**src/design/rtf_pkg.sv**
```systemverilog
package rtf_pkg;
  // register byte addresses
  localparam logic [7:0]  ADR_CTRL     = 8'h00;
  localparam logic [7:0]  ADR_TX_OFFS  = 8'h04;
  localparam logic [7:0]  ADR_TX_DELAY = 8'h08;
  localparam logic [7:0]  ADR_TX_INTV  = 8'h0C;
  localparam logic [7:0]  ADR_STATUS   = 8'h10;
  localparam logic [7:0]  ADR_TX_CNT   = 8'h14;
  localparam logic [7:0]  ADR_RX_CNT   = 8'h18;
  localparam logic [2:0]  ADR_PAY_BASE = 3'h1;   // adr[7:5], payload words at 0x20..0x3C
  // control fields and reset values
  localparam int          CTRL_TX_EN   = 0;
  localparam int          CTRL_RX_EN   = 1;
  localparam int          CTRL_PAY_REG = 2;
  localparam logic [2:0]  CTRL_RESET   = 3'h0;
  localparam logic [31:0] TX_INTV_RESET = 32'h000F4240;
  // time and frame layout
  localparam logic [31:0] NS_PER_SEC   = 32'h3B9ACA00;
  localparam logic [7:0]  MSG_ID       = 8'h01;
  localparam logic [7:0]  APP_VERSION  = 8'h01;
  localparam logic [15:0] PAYLOAD_BYTES = 16'h0020;
  localparam logic [4:0]  W_HEAD       = 5'h00;
  localparam logic [4:0]  W_CNT        = 5'h01;
  localparam logic [4:0]  W_SEC        = 5'h02;
  localparam logic [4:0]  W_NSEC       = 5'h03;
  localparam logic [4:0]  W_INFO       = 5'h04;
  localparam logic [4:0]  W_STR        = 5'h05;
  localparam logic [4:0]  W_PAY        = 5'h10;
  localparam logic [4:0]  W_CRC        = 5'h18;
  localparam logic [31:0] CRC_POLY     = 32'h04C11DB7;
  localparam logic [31:0] CRC_INIT     = 32'hFFFFFFFF;
  localparam logic [7:0]  KEY_TX       = 8'h54;
  localparam logic [7:0]  KEY_RX       = 8'h52;

  typedef enum logic [2:0] {
    T_IDLE  = 3'b000,
    T_ALIGN = 3'b001,
    T_WAIT  = 3'b010,
    T_SEND  = 3'b011,
    T_STAMP = 3'b100
  } rtf_tx_state_t;

  typedef enum logic [1:0] {
    R_IDLE  = 2'b00,
    R_RECV  = 2'b01,
    R_STAMP = 2'b10
  } rtf_rx_state_t;
endpackage : rtf_pkg

```
**src/design/rtf_talker_listener.sv**
```systemverilog
`timescale 1ns/1ps
`default_nettype none
// How it works
// - send time from offset, delay, interval
// - align to whole second, then periodic
// - refresh metadata, payload from app or registers
// - payload always thirty-two bytes
// - after frame sent, request tx timestamp
// - tx stamp timeout restarts, flags invalid
// - generator wraps frame, CRC, streams out
// - scheduler starts generator, generator reports done
// - 32-bit key with every stamp request
// - parser takes frames, extracts payload, metadata
// - parser enabled, reports dropped/valid/wrong version
// - discard pulse, separate version mismatch pulse
// - parser extracts data length field
// - after frame received, request rx timestamp
// - rx stamp timeout flags invalid, resumes
// - stamp found marks record complete
// - app-usable strobe even without stamp
module rtf_talker_listener import rtf_pkg::*; #(
  parameter int unsigned    SYS_CLOCK_PERIOD_NS     = 20,
  parameter int unsigned    TX_STAMP_WAIT_LIMIT_NS  = 500000,
  parameter int unsigned    RX_STAMP_WAIT_LIMIT_NS  = 10000,
  parameter bit             PAYLOAD_FROM_REGISTERS_OPTION = 1'b1,
  parameter logic [255:0]   MAKER_STRING = {32{8'h20}},
  parameter logic [79:0]    UNIT_STRING  = {10{8'h20}}
) (
  // system
  input  wire logic         mclk_i,
  input  wire logic         sys_rst_i,
  // wishbone slave
  input  wire logic         wb_cyc_i,
  input  wire logic         wb_stb_i,
  input  wire logic         wb_we_i,
  input  wire logic [7:0]   wb_adr_i,
  input  wire logic [3:0]   wb_sel_i,
  input  wire logic [31:0]  wb_dat_i,
  output logic      [31:0]  wb_dat_o,
  output logic              wb_ack_o,
  // synchronized time {seconds, nanoseconds}
  input  wire logic [63:0]  synced_time_value_i,
  input  wire logic         synced_time_valid_i,
  // application source
  input  wire logic [7:0]   app_id_i,
  input  wire logic [255:0] app_data_i,
  input  wire logic [15:0]  app_seq_i,
  input  wire logic         app_data_valid_i,
  // tx timestamper
  output logic              tx_stamp_lookup_request_o,
  output logic      [31:0]  tx_stamp_lookup_key_o,
  input  wire logic         tx_stamp_lookup_done_i,
  input  wire logic         tx_stamp_found_i,
  // rx timestamper
  output logic              rx_stamp_lookup_request_o,
  output logic      [31:0]  rx_stamp_lookup_key_o,
  input  wire logic         rx_stamp_lookup_done_i,
  input  wire logic         rx_stamp_found_i,
  input  wire logic [63:0]  rx_stamp_value_i,
  // outgoing stream
  output logic              axis_tx_tvalid_o,
  input  wire logic         axis_tx_tready_i,
  output logic      [31:0]  axis_tx_tdata_o,
  output logic              axis_tx_tlast_o,
  // incoming stream
  input  wire logic         axis_rx_tvalid_i,
  output logic              axis_rx_tready_o,
  input  wire logic [31:0]  axis_rx_tdata_i,
  input  wire logic         axis_rx_tlast_i,
  // received record
  output logic      [255:0] rx_payload_o,
  output logic      [7:0]   rx_app_id_o,
  output logic      [15:0]  rx_seq_o,
  output logic      [15:0]  rx_len_o,
  output logic      [63:0]  rx_sent_time_o,
  output logic      [63:0]  rx_stamp_o,
  output logic              rx_stamp_valid_o,
  output logic              rx_record_complete_o,
  output logic              rx_record_usable_for_apps_o,
  output logic              rx_discard_pulse_o,
  output logic              rx_version_mismatch_pulse_o
);

  localparam int unsigned TX_WAIT_RAW = TX_STAMP_WAIT_LIMIT_NS / SYS_CLOCK_PERIOD_NS;
  localparam int unsigned RX_WAIT_RAW = RX_STAMP_WAIT_LIMIT_NS / SYS_CLOCK_PERIOD_NS;
  localparam logic [31:0] TX_WAIT_CYC = 32'((TX_WAIT_RAW < 1) ? 1 : TX_WAIT_RAW);
  localparam logic [31:0] RX_WAIT_CYC = 32'((RX_WAIT_RAW < 1) ? 1 : RX_WAIT_RAW);

  typedef struct packed {
    logic               ack;
    logic [31:0]        rdat;
    logic [2:0]         ctrl;
    logic [31:0]        offs;
    logic [31:0]        dly;
    logic [31:0]        intv;
    logic [7:0][31:0]   preg;
    rtf_tx_state_t      ts;
    logic [63:0]        target;
    logic [31:0]        fcnt;
    logic               stamp_ok;
    logic [7:0]         app_id;
    logic [15:0]        app_seq;
    logic [255:0]       app_data;
    logic [63:0]        snap;
    logic [7:0]         fl;
    logic [255:0]       pay;
    logic [7:0]         fid;
    logic [15:0]        fseq;
    logic               busy;
    logic               done;
    logic [4:0]         gidx;
    logic [31:0]        crc;
    logic               axv;
    logic [31:0]        axd;
    logic               axl;
    logic               treq;
    logic [31:0]        tkey;
    logic [31:0]        twait;
    rtf_rx_state_t      rs;
    logic               rrdy;
    logic [4:0]         ridx;
    logic [31:0]        rcrc;
    logic               rbad;
    logic               rmsg;
    logic               rver;
    logic [7:0]         rid;
    logic [15:0]        rseq;
    logic [15:0]        rlen;
    logic [255:0]       rpay;
    logic [63:0]        rsent;
    logic               rreq;
    logic [31:0]        rkey;
    logic [31:0]        rwait;
    logic [63:0]        rstamp;
    logic               rsok;
    logic               rcomp;
    logic               rusable;
    logic               rdisc;
    logic               rmis;
    logic [31:0]        rcnt;
  } rtf_state_t;

  rtf_state_t r;
  rtf_state_t next_r;
  logic       regsrc;

  assign regsrc = PAYLOAD_FROM_REGISTERS_OPTION && r.ctrl[CTRL_PAY_REG];

  function automatic logic [31:0] crc_step(input logic [31:0] c, input logic [31:0] d);
    logic [31:0] x;
    x = c;
    for (int i = 31; i >= 0; i--) begin
      x = (x[31] ^ d[i]) ? ((x << 1) ^ CRC_POLY) : (x << 1);
    end
    return x;
  endfunction : crc_step

  function automatic logic [31:0] wmerge(input logic [31:0] o, input logic [31:0] d,
                                         input logic [3:0] sel);
    logic [31:0] m;
    m = o;
    for (int b = 0; b < 4; b++) begin
      if (sel[b]) m[8*b +: 8] = d[8*b +: 8];
    end
    return m;
  endfunction : wmerge

  // frame word i; strings go out first character first
  function automatic logic [31:0] tx_word(input rtf_state_t s, input logic [4:0] i);
    logic [351:0] str;
    int           k;
    str = {MAKER_STRING, UNIT_STRING, 16'h2020};
    k   = 0;
    if (i == W_HEAD)      tx_word = {MSG_ID, s.fid, s.fseq};
    else if (i == W_CNT)  tx_word = s.fcnt;
    else if (i == W_SEC)  tx_word = s.snap[63:32];
    else if (i == W_NSEC) tx_word = s.snap[31:0];
    else if (i == W_INFO) tx_word = {s.fl, APP_VERSION, PAYLOAD_BYTES};
    else if (i < W_PAY) begin
      k       = int'(i) - int'(W_STR);
      tx_word = str[351 - 32*k -: 32];
    end else begin
      k       = int'(i) - int'(W_PAY);
      tx_word = s.pay[32*k +: 32];
    end
  endfunction : tx_word

  always_comb begin
    logic [31:0] tns;
    logic [31:0] c;
    logic [31:0] w;
    logic        bad;
    int          k;
    next_r = r;
    tns    = '0;
    c      = '0;
    w      = axis_rx_tdata_i;
    bad    = 1'b0;
    k      = 0;
    next_r.done    = 1'b0;
    next_r.rcomp   = 1'b0;
    next_r.rusable = 1'b0;
    next_r.rdisc   = 1'b0;
    next_r.rmis    = 1'b0;

    // wishbone: ack one cycle after request, write lands on the acked edge
    next_r.ack = wb_cyc_i && wb_stb_i && !r.ack;
    if (wb_cyc_i && wb_stb_i && !r.ack) begin
      next_r.rdat = 32'h00000000;
      case (wb_adr_i)
        ADR_CTRL:     next_r.rdat = {29'h0, r.ctrl};
        ADR_TX_OFFS:  next_r.rdat = r.offs;
        ADR_TX_DELAY: next_r.rdat = r.dly;
        ADR_TX_INTV:  next_r.rdat = r.intv;
        ADR_STATUS:   next_r.rdat = {24'h0, r.rs, r.ts, 1'b0, r.stamp_ok, r.rsok};
        ADR_TX_CNT:   next_r.rdat = r.fcnt;
        ADR_RX_CNT:   next_r.rdat = r.rcnt;
        default: begin
          if (wb_adr_i[7:5] == ADR_PAY_BASE) next_r.rdat = r.preg[wb_adr_i[4:2]];
        end
      endcase
    end
    if (wb_cyc_i && wb_stb_i && r.ack && wb_we_i) begin
      case (wb_adr_i)
        ADR_CTRL:     next_r.ctrl = 3'(wmerge({29'h0, r.ctrl}, wb_dat_i, wb_sel_i));
        ADR_TX_OFFS:  next_r.offs = wmerge(r.offs, wb_dat_i, wb_sel_i);
        ADR_TX_DELAY: next_r.dly  = wmerge(r.dly, wb_dat_i, wb_sel_i);
        ADR_TX_INTV:  next_r.intv = wmerge(r.intv, wb_dat_i, wb_sel_i);
        default: begin
          if (wb_adr_i[7:5] == ADR_PAY_BASE)
            next_r.preg[wb_adr_i[4:2]] = wmerge(r.preg[wb_adr_i[4:2]], wb_dat_i, wb_sel_i);
        end
      endcase
    end

    if (app_data_valid_i) begin
      next_r.app_id   = app_id_i;
      next_r.app_seq  = app_seq_i;
      next_r.app_data = app_data_i;
    end

    // talker scheduling
    case (r.ts)
      T_IDLE: if (r.ctrl[CTRL_TX_EN]) next_r.ts = T_ALIGN;
      T_ALIGN: begin
        if (!r.ctrl[CTRL_TX_EN]) next_r.ts = T_IDLE;
        else if (synced_time_valid_i) begin
          next_r.target = {synced_time_value_i[63:32] + 32'h1, r.offs + r.dly};
          next_r.ts     = T_WAIT;
        end
      end
      T_WAIT: begin
        if (!r.ctrl[CTRL_TX_EN]) next_r.ts = T_IDLE;
        else if (synced_time_valid_i && synced_time_value_i >= r.target) begin
          tns = r.target[31:0] + r.intv;
          if (tns >= NS_PER_SEC) begin
            next_r.target = {r.target[63:32] + 32'h1, tns - NS_PER_SEC};
          end else begin
            next_r.target = {r.target[63:32], tns};
          end
          next_r.fcnt = r.fcnt + 32'h1;
          next_r.snap = synced_time_value_i;
          next_r.fid  = r.app_id;
          next_r.fseq = r.app_seq;
          next_r.pay  = regsrc ? r.preg : r.app_data;
          next_r.fl   = {6'h0, regsrc, r.stamp_ok};
          next_r.busy = 1'b1;
          next_r.gidx = W_HEAD;
          next_r.crc  = CRC_INIT;
          next_r.axv  = 1'b1;
          next_r.axl  = 1'b0;
          next_r.axd  = tx_word(next_r, W_HEAD);
          next_r.ts   = T_SEND;
        end
      end
      T_SEND: begin
        if (r.done) begin
          next_r.treq  = 1'b1;
          next_r.tkey  = {KEY_TX, r.fcnt[23:0]};
          next_r.twait = 32'h0;
          next_r.ts    = T_STAMP;
        end
      end
      T_STAMP: begin
        if (tx_stamp_lookup_done_i) begin
          next_r.treq     = 1'b0;
          next_r.stamp_ok = tx_stamp_found_i;
          next_r.ts       = T_WAIT;
        end else if (r.twait >= TX_WAIT_CYC - 32'h1) begin
          next_r.treq     = 1'b0;
          next_r.stamp_ok = 1'b0;
          next_r.ts       = T_WAIT;
        end else begin
          next_r.twait = r.twait + 32'h1;
        end
      end
      default: next_r.ts = T_IDLE;
    endcase

    // frame generator: registered stream stage, crc over words before the last
    if (r.axv && axis_tx_tready_i) begin
      if (r.gidx == W_CRC) begin
        next_r.axv  = 1'b0;
        next_r.axl  = 1'b0;
        next_r.busy = 1'b0;
        next_r.done = 1'b1;
      end else begin
        c           = crc_step(r.crc, r.axd);
        next_r.crc  = c;
        next_r.gidx = r.gidx + 5'h1;
        next_r.axl  = (r.gidx + 5'h1 == W_CRC);
        next_r.axd  = (r.gidx + 5'h1 == W_CRC) ? ~c : tx_word(r, r.gidx + 5'h1);
      end
    end

    // listener
    case (r.rs)
      R_IDLE: begin
        if (r.ctrl[CTRL_RX_EN]) begin
          next_r.rs   = R_RECV;
          next_r.ridx = W_HEAD;
          next_r.rcrc = CRC_INIT;
          next_r.rbad = 1'b0;
        end
      end
      R_RECV: begin
        if (r.rrdy && axis_rx_tvalid_i) begin
          if (r.ridx < W_CRC) next_r.rcrc = crc_step(r.rcrc, w);
          if (r.ridx == W_HEAD) begin
            next_r.rmsg = (w[31:24] == MSG_ID);
            next_r.rid  = w[23:16];
            next_r.rseq = w[15:0];
          end
          if (r.ridx == W_SEC)  next_r.rsent[63:32] = w;
          if (r.ridx == W_NSEC) next_r.rsent[31:0] = w;
          if (r.ridx == W_INFO) begin
            next_r.rver = (w[23:16] == APP_VERSION);
            next_r.rlen = w[15:0];
          end
          if (r.ridx >= W_PAY && r.ridx < W_CRC) begin
            k = int'(r.ridx) - int'(W_PAY);
            next_r.rpay[32*k +: 32] = w;
          end
          if (r.ridx == W_CRC && w != ~r.rcrc) next_r.rbad = 1'b1;
          if (r.ridx > W_CRC) next_r.rbad = 1'b1;
          if (r.ridx != 5'h1F) next_r.ridx = r.ridx + 5'h1;
          if (axis_rx_tlast_i) begin
            bad         = next_r.rbad || (r.ridx != W_CRC) || !next_r.rmsg;
            next_r.ridx = W_HEAD;
            next_r.rcrc = CRC_INIT;
            next_r.rbad = 1'b0;
            if (bad) next_r.rdisc = 1'b1;
            else if (!next_r.rver) next_r.rmis = 1'b1;
            else begin
              next_r.rreq  = 1'b1;
              next_r.rkey  = {KEY_RX, next_r.rid, next_r.rseq};
              next_r.rwait = 32'h0;
              next_r.rs    = R_STAMP;
            end
          end
        end else if (!r.ctrl[CTRL_RX_EN] && r.ridx == W_HEAD) begin
          next_r.rs = R_IDLE;
        end
      end
      R_STAMP: begin
        if (rx_stamp_lookup_done_i) begin
          next_r.rreq    = 1'b0;
          next_r.rsok    = rx_stamp_found_i;
          next_r.rstamp  = rx_stamp_value_i;
          next_r.rcomp   = rx_stamp_found_i;
          next_r.rusable = 1'b1;
          next_r.rcnt    = r.rcnt + 32'h1;
          next_r.rs      = R_RECV;
        end else if (r.rwait >= RX_WAIT_CYC - 32'h1) begin
          next_r.rreq    = 1'b0;
          next_r.rsok    = 1'b0;
          next_r.rusable = 1'b1;
          next_r.rcnt    = r.rcnt + 32'h1;
          next_r.rs      = R_RECV;
        end else begin
          next_r.rwait = r.rwait + 32'h1;
        end
      end
      default: next_r.rs = R_IDLE;
    endcase
    next_r.rrdy = (next_r.rs == R_RECV);
  end

  always_ff @(posedge mclk_i) begin
    if (sys_rst_i) begin
      r      <= '0;
      r.ctrl <= CTRL_RESET;
      r.intv <= TX_INTV_RESET;
      r.crc  <= CRC_INIT;
      r.rcrc <= CRC_INIT;
    end else begin
      r <= next_r;
    end
  end

  assign wb_dat_o                    = r.rdat;
  assign wb_ack_o                    = r.ack;
  assign tx_stamp_lookup_request_o   = r.treq;
  assign tx_stamp_lookup_key_o       = r.tkey;
  assign rx_stamp_lookup_request_o   = r.rreq;
  assign rx_stamp_lookup_key_o       = r.rkey;
  assign axis_tx_tvalid_o            = r.axv;
  assign axis_tx_tdata_o             = r.axd;
  assign axis_tx_tlast_o             = r.axl;
  assign axis_rx_tready_o            = r.rrdy;
  assign rx_payload_o                = r.rpay;
  assign rx_app_id_o                 = r.rid;
  assign rx_seq_o                    = r.rseq;
  assign rx_len_o                    = r.rlen;
  assign rx_sent_time_o              = r.rsent;
  assign rx_stamp_o                  = r.rstamp;
  assign rx_stamp_valid_o            = r.rsok;
  assign rx_record_complete_o        = r.rcomp;
  assign rx_record_usable_for_apps_o = r.rusable;
  assign rx_discard_pulse_o          = r.rdisc;
  assign rx_version_mismatch_pulse_o = r.rmis;
endmodule : rtf_talker_listener
`default_nettype wire

```
**config.mk**
```make
export PLATFORM = sky130hd
export DESIGN_NAME = rtf_talker_listener
export DESIGN_NICKNAME = d
export VERILOG_FILES = /design/src/design/rtf_pkg.sv /design/src/design/rtf_talker_listener.sv
export SDC_FILE = /design/constraint.sdc
export NUM_CORES = 2
export LEC_CHECK = 0
export BUFFER_PORTS_ARGS = -buffer_cell sky130_fd_sc_hd__buf_4
export CAP_MARGIN = 20
export CORE_MARGIN = 8
export CORE_UTILIZATION = 53
export DETAILED_ROUTE_END_ITERATION = 12
export GPL_TIMING_DRIVEN = 0
export PLACE_DENSITY_LB_ADDON = 0.05
export SYNTH_ARGS = -nofsm -noshare
export SYNTH_HDL_FRONTEND = slang
export SYNTH_SLANG_ARGS = --single-unit
export TNS_END_PERCENT = 100
```
**constraint.sdc**
```tcl
create_clock -name mclk_i -period 5.5 [get_ports mclk_i]
set_clock_uncertainty 0.15 [all_clocks]
set_input_delay 0 -clock mclk_i [delete_from_list [all_inputs] [get_ports mclk_i]]
set_output_delay 0 -clock mclk_i [all_outputs]
set_load 0.02 [all_outputs]
```
# ---- After elaboration in Yosys (flattened, before gate mapping)
# Index checks and enable logic that the tools add are counted.
dict set report totals {
  reg_bits 1807
  output_inout_bits 563
  elab_cells 535
  input_bits 498
}
dict set report op_classes {
  n_addsub 16
  n_eq_ne 51
  n_reduce_logical 72
  order_cmp 10
  bitwise 138
  shifts 4
  n_mux 175
}
# op n
set op_table {}
lappend op_table {{$mux 27} 64}
lappend op_table {{$not 14->14} 64}
lappend op_table {{$mux 32} 20}
lappend op_table {{$bwmux 256} 2}
lappend op_table {{$mux 256} 2}
lappend op_table {{$mux 465} 1}
lappend op_table {{$shiftx 383x12->32 const A} 1}
lappend op_table {{$mux 65} 4}
lappend op_table {{$shift 32x33->256 const A} 1}
lappend op_table {{$shiftx 256x11->32} 1}
lappend op_table {{$shiftx 32x33->256} 1}
lappend op_table {{$pmux 32 s7} 1}
lappend op_table {{$mux 71} 3}
lappend op_table {{$add 32x1->32 const B} 6}
lappend op_table {{$mux 64} 2}
lappend op_table {{$mux 8} 16}
lappend op_table {{$pmux 32 s2} 2}
lappend op_table {{$pmux 64 s2} 1}
lappend op_table {{$mux 99} 1}
lappend op_table {{$bmux 32 s3} 1}
lappend op_table {{$demux 32 s3} 1}
lappend op_table {{$mux 96} 1}
lappend op_table {{$mux 38} 2}
lappend op_table {{$pmux 38 s2} 1}
lappend op_table {{other kinds (66)} 267}

# ---- Longest topological paths before layout
dict set report logic_depth {
  depth_word 68
  ltp_mapped 17
  mapped_depth_nobuf 17
}

# ---- Least setup slack after synthesis
# Ideal clock, no wire load.
dict set report synth_path {
  kind {register -> register}
  startpoint {register r[1372] in the netlist's numbering}
  endpoint {register r[1415] in the netlist's numbering}
  setup_slack_ns 0.799
  setup_ns 0.076
  t_required_ns 5.274
  path_buffers 2
  synth_period_minus_slack_ns 4.701
  stages_incl_launch_ff 18
  t_arrival_ns 4.475
  path_cell_list {dfxtp_1 > ha_1 > fa_1 > a21o_1 > a21o_1 > a211o_1 > a21o_1 > a21oi_1 > o211a_1 > o211ai_1 > a311oi_1 > and3_1 > clkbuf_1 > a31oi_1 > a21oi_1 > clkbuf_1 > nand2_1 > o22ai_1}
}
dict set report synth_between {
  elab_chain_cells 4
  elab_cells_between_ends 7
  classes_between {add/sub (1); order compare (2); eq/ne (2); reduce/logical (2)}
}
# item line
set synth_rtl {}
lappend synth_rtl {{from (decl)} rtf_talker_listener.sv:143} ;# rtf_state_t r;
lappend synth_rtl {{from (signal assigned)} rtf_talker_listener.sv:397} ;# r <= next_r;
lappend synth_rtl {{$add 32x32->32 or $ge 64x64->1 (tied branches)} {rtf_talker_listener.sv:255, rtf_talker_listener.sv:254}}
lappend synth_rtl {{$ge 32x30->1 or $logic_and 1x1->1 (tied branches)} {rtf_talker_listener.sv:256, rtf_talker_listener.sv:254}}
lappend synth_rtl {{$ne 2x2->1 (no line)} n/a}
lappend synth_rtl {{$reduce_and 6->1 (no line) (*)} n/a}
# Every way passes the cells marked *; elsewhere a longest branch is shown, timed or not.
# A chain may end at the register's enable or synchronous reset.

# ---- Worst setup path in the final report
dict set report layout_path {
  startpoint {register r[700] in the netlist's numbering}
  endpoint {register r (netlist bit axis_tx_tdata_o[15])}
}
dict set report layout_between {
  elab_chain_cells 13
  elab_cells_between_ends 23
  classes_between {add/sub (4); order compare (1); eq/ne (6); shift (2); mux (9); reduce/logical (1)}
}
# item line
set layout_rtl {}
lappend layout_rtl {{$add 5x1->5} rtf_talker_listener.sv:312} ;# next_r.axd = (r.gidx + 5'h1 == W_CRC) ? ~c : tx_word(r, r.gidx + 5'h1);
lappend layout_rtl {{$sub 5x3->6} rtf_talker_listener.sv:180} ;# k = int'(i) - int'(W_STR);
lappend layout_rtl {{$sub 10x11->12} rtf_talker_listener.sv:181} ;# tx_word = str[351 - 32*k -: 32];
lappend layout_rtl {{$shiftx 383x12->32} rtf_talker_listener.sv:181}
lappend layout_rtl {{$mux 32} rtf_talker_listener.sv:179} ;# else if (i < W_PAY) begin
lappend layout_rtl {{$mux 32} rtf_talker_listener.sv:178} ;# else if (i == W_INFO) tx_word = {s.fl, APP_VERSION, PAYLOAD_BYTES};
lappend layout_rtl {{$mux 32} rtf_talker_listener.sv:177} ;# else if (i == W_NSEC) tx_word = s.snap[31:0];
lappend layout_rtl {{$mux 32} rtf_talker_listener.sv:176} ;# else if (i == W_SEC) tx_word = s.snap[63:32];
lappend layout_rtl {{$mux 32} rtf_talker_listener.sv:175} ;# else if (i == W_CNT) tx_word = s.fcnt;
lappend layout_rtl {{$mux 32} rtf_talker_listener.sv:174} ;# if (i == W_HEAD) tx_word = {MSG_ID, s.fid, s.fseq};
lappend layout_rtl {{$mux 32} rtf_talker_listener.sv:312}
lappend layout_rtl {{$mux 32 (*)} rtf_talker_listener.sv:302} ;# if (r.gidx == W_CRC) begin
lappend layout_rtl {{$mux 73 (*)} rtf_talker_listener.sv:301} ;# if (r.axv && axis_tx_tready_i) begin
# Marks and branches as above.

==> impl_metrics.prom <==
# TYPE chip_impl_metric gauge
chip_impl_info{name="outcome",value="complete, but fails checks"} 1
chip_impl_info{name="violations",value="setup timing"} 1
chip_impl_metric{name="post-route-period-util",unit="%"} 104
chip_impl_metric{name="synthesis.area",unit="mm^2"} 0.0904
chip_impl_metric{name="ctsLongestPathBuffers",unit=""} 3
chip_impl_metric{name="grt_start_max_net_pins",unit=""} 17
chip_impl_metric{name="maxSlewHeadroom",unit="%"} 12.8
chip_impl_metric{name="finalHoldViolations",unit=""} 0
chip_impl_info{name="cts_root_buffer",value="clkbuf_16"} 1
chip_impl_metric{name="critPathMaxFanout",unit=""} 10
chip_impl_metric{name="cts_buffers",unit=""} 190
chip_impl_metric{name="ant_nets",unit=""} 0
chip_impl_info{name="clock_tree_from_tritoncts",value="done"} 1
chip_impl_metric{name="core_area",unit="mm^2"} 0.169
chip_impl_metric{name="place.gp.congestion",unit=""} 1.08
chip_impl_info{name="setup.worst_path.end_class",value="flip-flop"} 1
chip_impl_metric{name="route.detailed.wl_per_inst",unit="um"} 31.0
chip_impl_metric{name="worstMarginPinSlew",unit="ns"} 1.31
chip_impl_info{name="worst_setup_path_start_kind",value="flip-flop"} 1
chip_impl_metric{name="synth_cell_type_count",unit=""} 84
chip_impl_info{name="setup.worst_path.class",value="reg2reg"} 1
chip_impl_metric{name="yosysWarningCount",unit=""} 0
chip_impl_metric{name="synth_top_area_share",unit="%"} 40.0
chip_impl_metric{name="post_synth_edffs",unit=""} 0
chip_impl_metric{name="timing.fmax",unit="MHz"} 175
chip_impl_metric{name="dp_slack",unit="ns"} -1.16
chip_impl_metric{name="postLayoutSetupSlackWorst",unit="ns"} -0.208
chip_impl_metric{name="initial_drt_pass_iterations",unit=""} 11
chip_impl_metric{name="worstSkewPairLatency",unit="ns"} 0.87
chip_impl_metric{name="numClockSinks",unit=""} 1806
chip_impl_metric{name="syn_to_final_growth",unit="%"} 30.3
chip_impl_metric{name="die_w",unit="um"} 429
chip_impl_metric{name="fillers",unit=""} 12874
chip_impl_metric{name="synth-seq-area-share",unit="%"} 40.0
chip_impl_metric{name="ys_async_rst_share",unit="%"} 0
chip_impl_metric{name="grtUsageTotal",unit="%"} 46.9
chip_impl_metric{name="drt-vias-per-instance",unit=""} 6.32
chip_impl_metric{name="num_rows",unit=""} 151
chip_impl_metric{name="first_pass_grt_wire_length",unit="um"} 640000
chip_impl_metric{name="setup_total_negative_slack",unit="ns"} -1.24
chip_impl_metric{name="floorplan.die_area",unit="mm^2"} 0.184
chip_impl_info{name="worst_hold_path_type",value="in2reg"} 1
chip_impl_metric{name="number_of_antenna_violations_at_the_first_check_in_global_routing",unit=""} 68
chip_impl_metric{name="floorplan.die.height",unit="um"} 429
chip_impl_metric{name="final-instance-count-excl-fill",unit=""} 15020
chip_impl_metric{name="hold_ws",unit="ns"} 0.0557
chip_impl_metric{name="period_minus_slack",unit="ns"} 5.71
chip_impl_metric{name="layout.core_utilization",unit="%"} 69.5
chip_impl_metric{name="setup_violating_endpoint_count_in_the_final_report",unit=""} 12
chip_impl_metric{name="postLayoutCellArea",unit="mm^2"} 0.118
chip_impl_metric{name="layout_cell_share_with_drive_strength_beyond_1",unit="%"} 17.7
chip_impl_metric{name="drt-initial-drc-count",unit=""} 13573
chip_impl_metric{name="max_cap_viol_count",unit=""} 0
chip_impl_metric{name="initial_utilization",unit="%"} 53.3
chip_impl_metric{name="fin_nets",unit=""} 13247
chip_impl_metric{name="report.power.total",unit="mW"} 37.5
chip_impl_metric{name="vdd_drop_max",unit="uV"} 1110
chip_impl_metric{name="leakagePower",unit="nW"} 45.9
chip_impl_info{name="synthTopCellsByArea",value="dfxtp_1, mux2i_1, nand2_1"} 1
chip_impl_metric{name="drt_wl_total",unit="um"} 465000
chip_impl_metric{name="place.detailed.instances",unit=""} 13665
chip_impl_info{name="yosys_most_used_dff",value="dfxtp_1"} 1
chip_impl_metric{name="arrival",unit="ns"} 6.24
chip_impl_metric{name="cts.reportedPaths.clkPinSlew",unit="ns"} 0.07
chip_impl_metric{name="grt-ovfl-total",unit=""} 0
chip_impl_metric{name="postSynthRegisterBits",unit=""} 1806
chip_impl_info{name="mostFrequentLayoutCells",value="dfxtp_1, buf_4, nand2_1"} 1
chip_impl_metric{name="place.port_buffers",unit=""} 1018
chip_impl_info{name="rsz0062_at_grt",value="yes"} 1
chip_impl_metric{name="syn_inst",unit=""} 10386
chip_impl_metric{name="ctsHtreeMaxLevel",unit=""} 4
chip_impl_metric{name="place_area",unit="mm^2"} 0.101
chip_impl_metric{name="first_global_vias",unit=""} 90388
chip_impl_info{name="final_common_cell",value="dfxtp_1"} 1
chip_impl_metric{name="ioPinCount",unit=""} 1061
chip_impl_info{name="netlist.top_cell.by_area",value="dfxtp_1"} 1
chip_impl_metric{name="dr_total_vias",unit=""} 94876
chip_impl_metric{name="postSynthAreaPerCell",unit="um^2"} 8.70
chip_impl_metric{name="slew_violations",unit=""} 0
chip_impl_metric{name="power_density",unit="mW/mm^2"} 318
chip_impl_metric{name="critical_path_required",unit="ns"} 6.03
chip_impl_metric{name="dpl.hpwl",unit="um"} 337000
chip_impl_metric{name="drt_drc_violations_left",unit=""} 0
-- logic make-up after synthesis --
logic type	Yosys count	share of synthesized area (%)
other	1	0.00415
buffers and inverters	1409	8.15
AOI/OAI and AO/OA	2008	13.8
xor gates and xnor gates	672	7.64
muxes	971	12.6
and+or+nand+nor	3367	15.6
adders and majority gates	152	2.12
DFF	1806	40.0
-- registers in the layout, indices dropped and copies added, names as in the netlist, 8 cells and up --
signal	cells
rx_app_id_o	8
rx_len_o	16
axis_tx_tdata_o	32
wb_dat_o	32
rx_payload_o	256
rx_stamp_o	64
rx_stamp_lookup_key_o	25
rx_seq_o	16
rx_sent_time_o	64
r	1257
tx_stamp_lookup_key_o	25
-- per-layer routing --
layer,vias to the layer above,track usage [%],wire length (um)
li1,39791,-,-
met1,45118,55.7,164000
met2,7626,69.7,193000
met3,2311,15.8,59600
met4,30,36.6,48600
met5,-,0.312,281
-- final cells by class --
type	instances	area, um^2	area share, %
timing repair buffer	2013	17800	15.1
clock buffer	290	5660	4.81
multi-input combinational	7180	47100	40.0
tap	2218	2780	2.36
antenna	50	125	0.106
buffer	1260	6870	5.83
sequential	1806	36200	30.7
inverter	146	548	0.465
clock inverter	57	787	0.668
-- path summary, 6_finish.rpt --
kind / startpoint / to / slack (ns) / cells past startpoint
worst min-delay path: wb_dat_i[10] / r[1705]$_SDFFE_PP0P_ / 0.06 / 4
worst min register to register: r[1029]$_SDFFE_PP0P_ / r[1029]$_SDFFE_PP0P_ / 0.30 / 2
worst max-delay path: r[700]$_SDFF_PP0_ / axis_tx_tdata_o[15]$_SDFF_PP0_ / -0.21 / 13
worst max register to register: r[700]$_SDFF_PP0_ / axis_tx_tdata_o[15]$_SDFF_PP0_ / -0.21 / 13
-- worst max-delay path, stage by stage (launching register included) --
cell and delay [ns]:
dfxtp_1 0.43, clkbuf_2 0.38, inv_1 0.16, ha_1 0.66, buf_2 0.78, mux4_2 0.82
mux2i_1 0.61, nor2_1 0.10, a21oi_1 0.19, a211oi_1 0.15, a21oi_1 0.63, a21oi_1 0.16
a21oi_1 0.15, a221oi_1 0.10
-- where the power goes --
group / switching (mW) / internal (mW)
combinational: 5.76 / 4.70
sequential: 0.160 / 13.2
clock: 5.95 / 7.70
total: 11.9 / 25.6
-- Yosys cell counts, drive strengths merged (8+ instances only) --
library cell,instances
or3,34
a22o,53
xnor3,26
dfxtp,1806
nand2b,51
buf,629
nor2,1319
clkbuf,634
xnor2,461
and3,69
a221oi,89
a31oi,38
o31ai,28
or4,8
o21ai,142
a32o,8
a22oi,15
nand3,100
or2,11
a21o,91
nor3b,42
and4,14
ha,150
mux4,128
a21oi,976
nor3,196
a311oi,21
mux2,67
a211oi,358
nor4,34
a41oi,8
nor2b,25
a31o,9
xor2,184
a21boi,10
o211ai,36
and2,29
nand2,1360
o22ai,49
nand4,58
mux2i,776
inv,146
o21a,16
-- what timing repair did --
item | in CTS | in global routing
buffers inserted | 3 | 5
setup endpoints to repair | 74 | 330
resized for setup | 24 | 65
pin swaps | 2 | 4
endpoints found under the hold margin | 1128 | 0
hold buffers | 948 | 0
No activity file was read; power rests on OpenSTA's default activity.
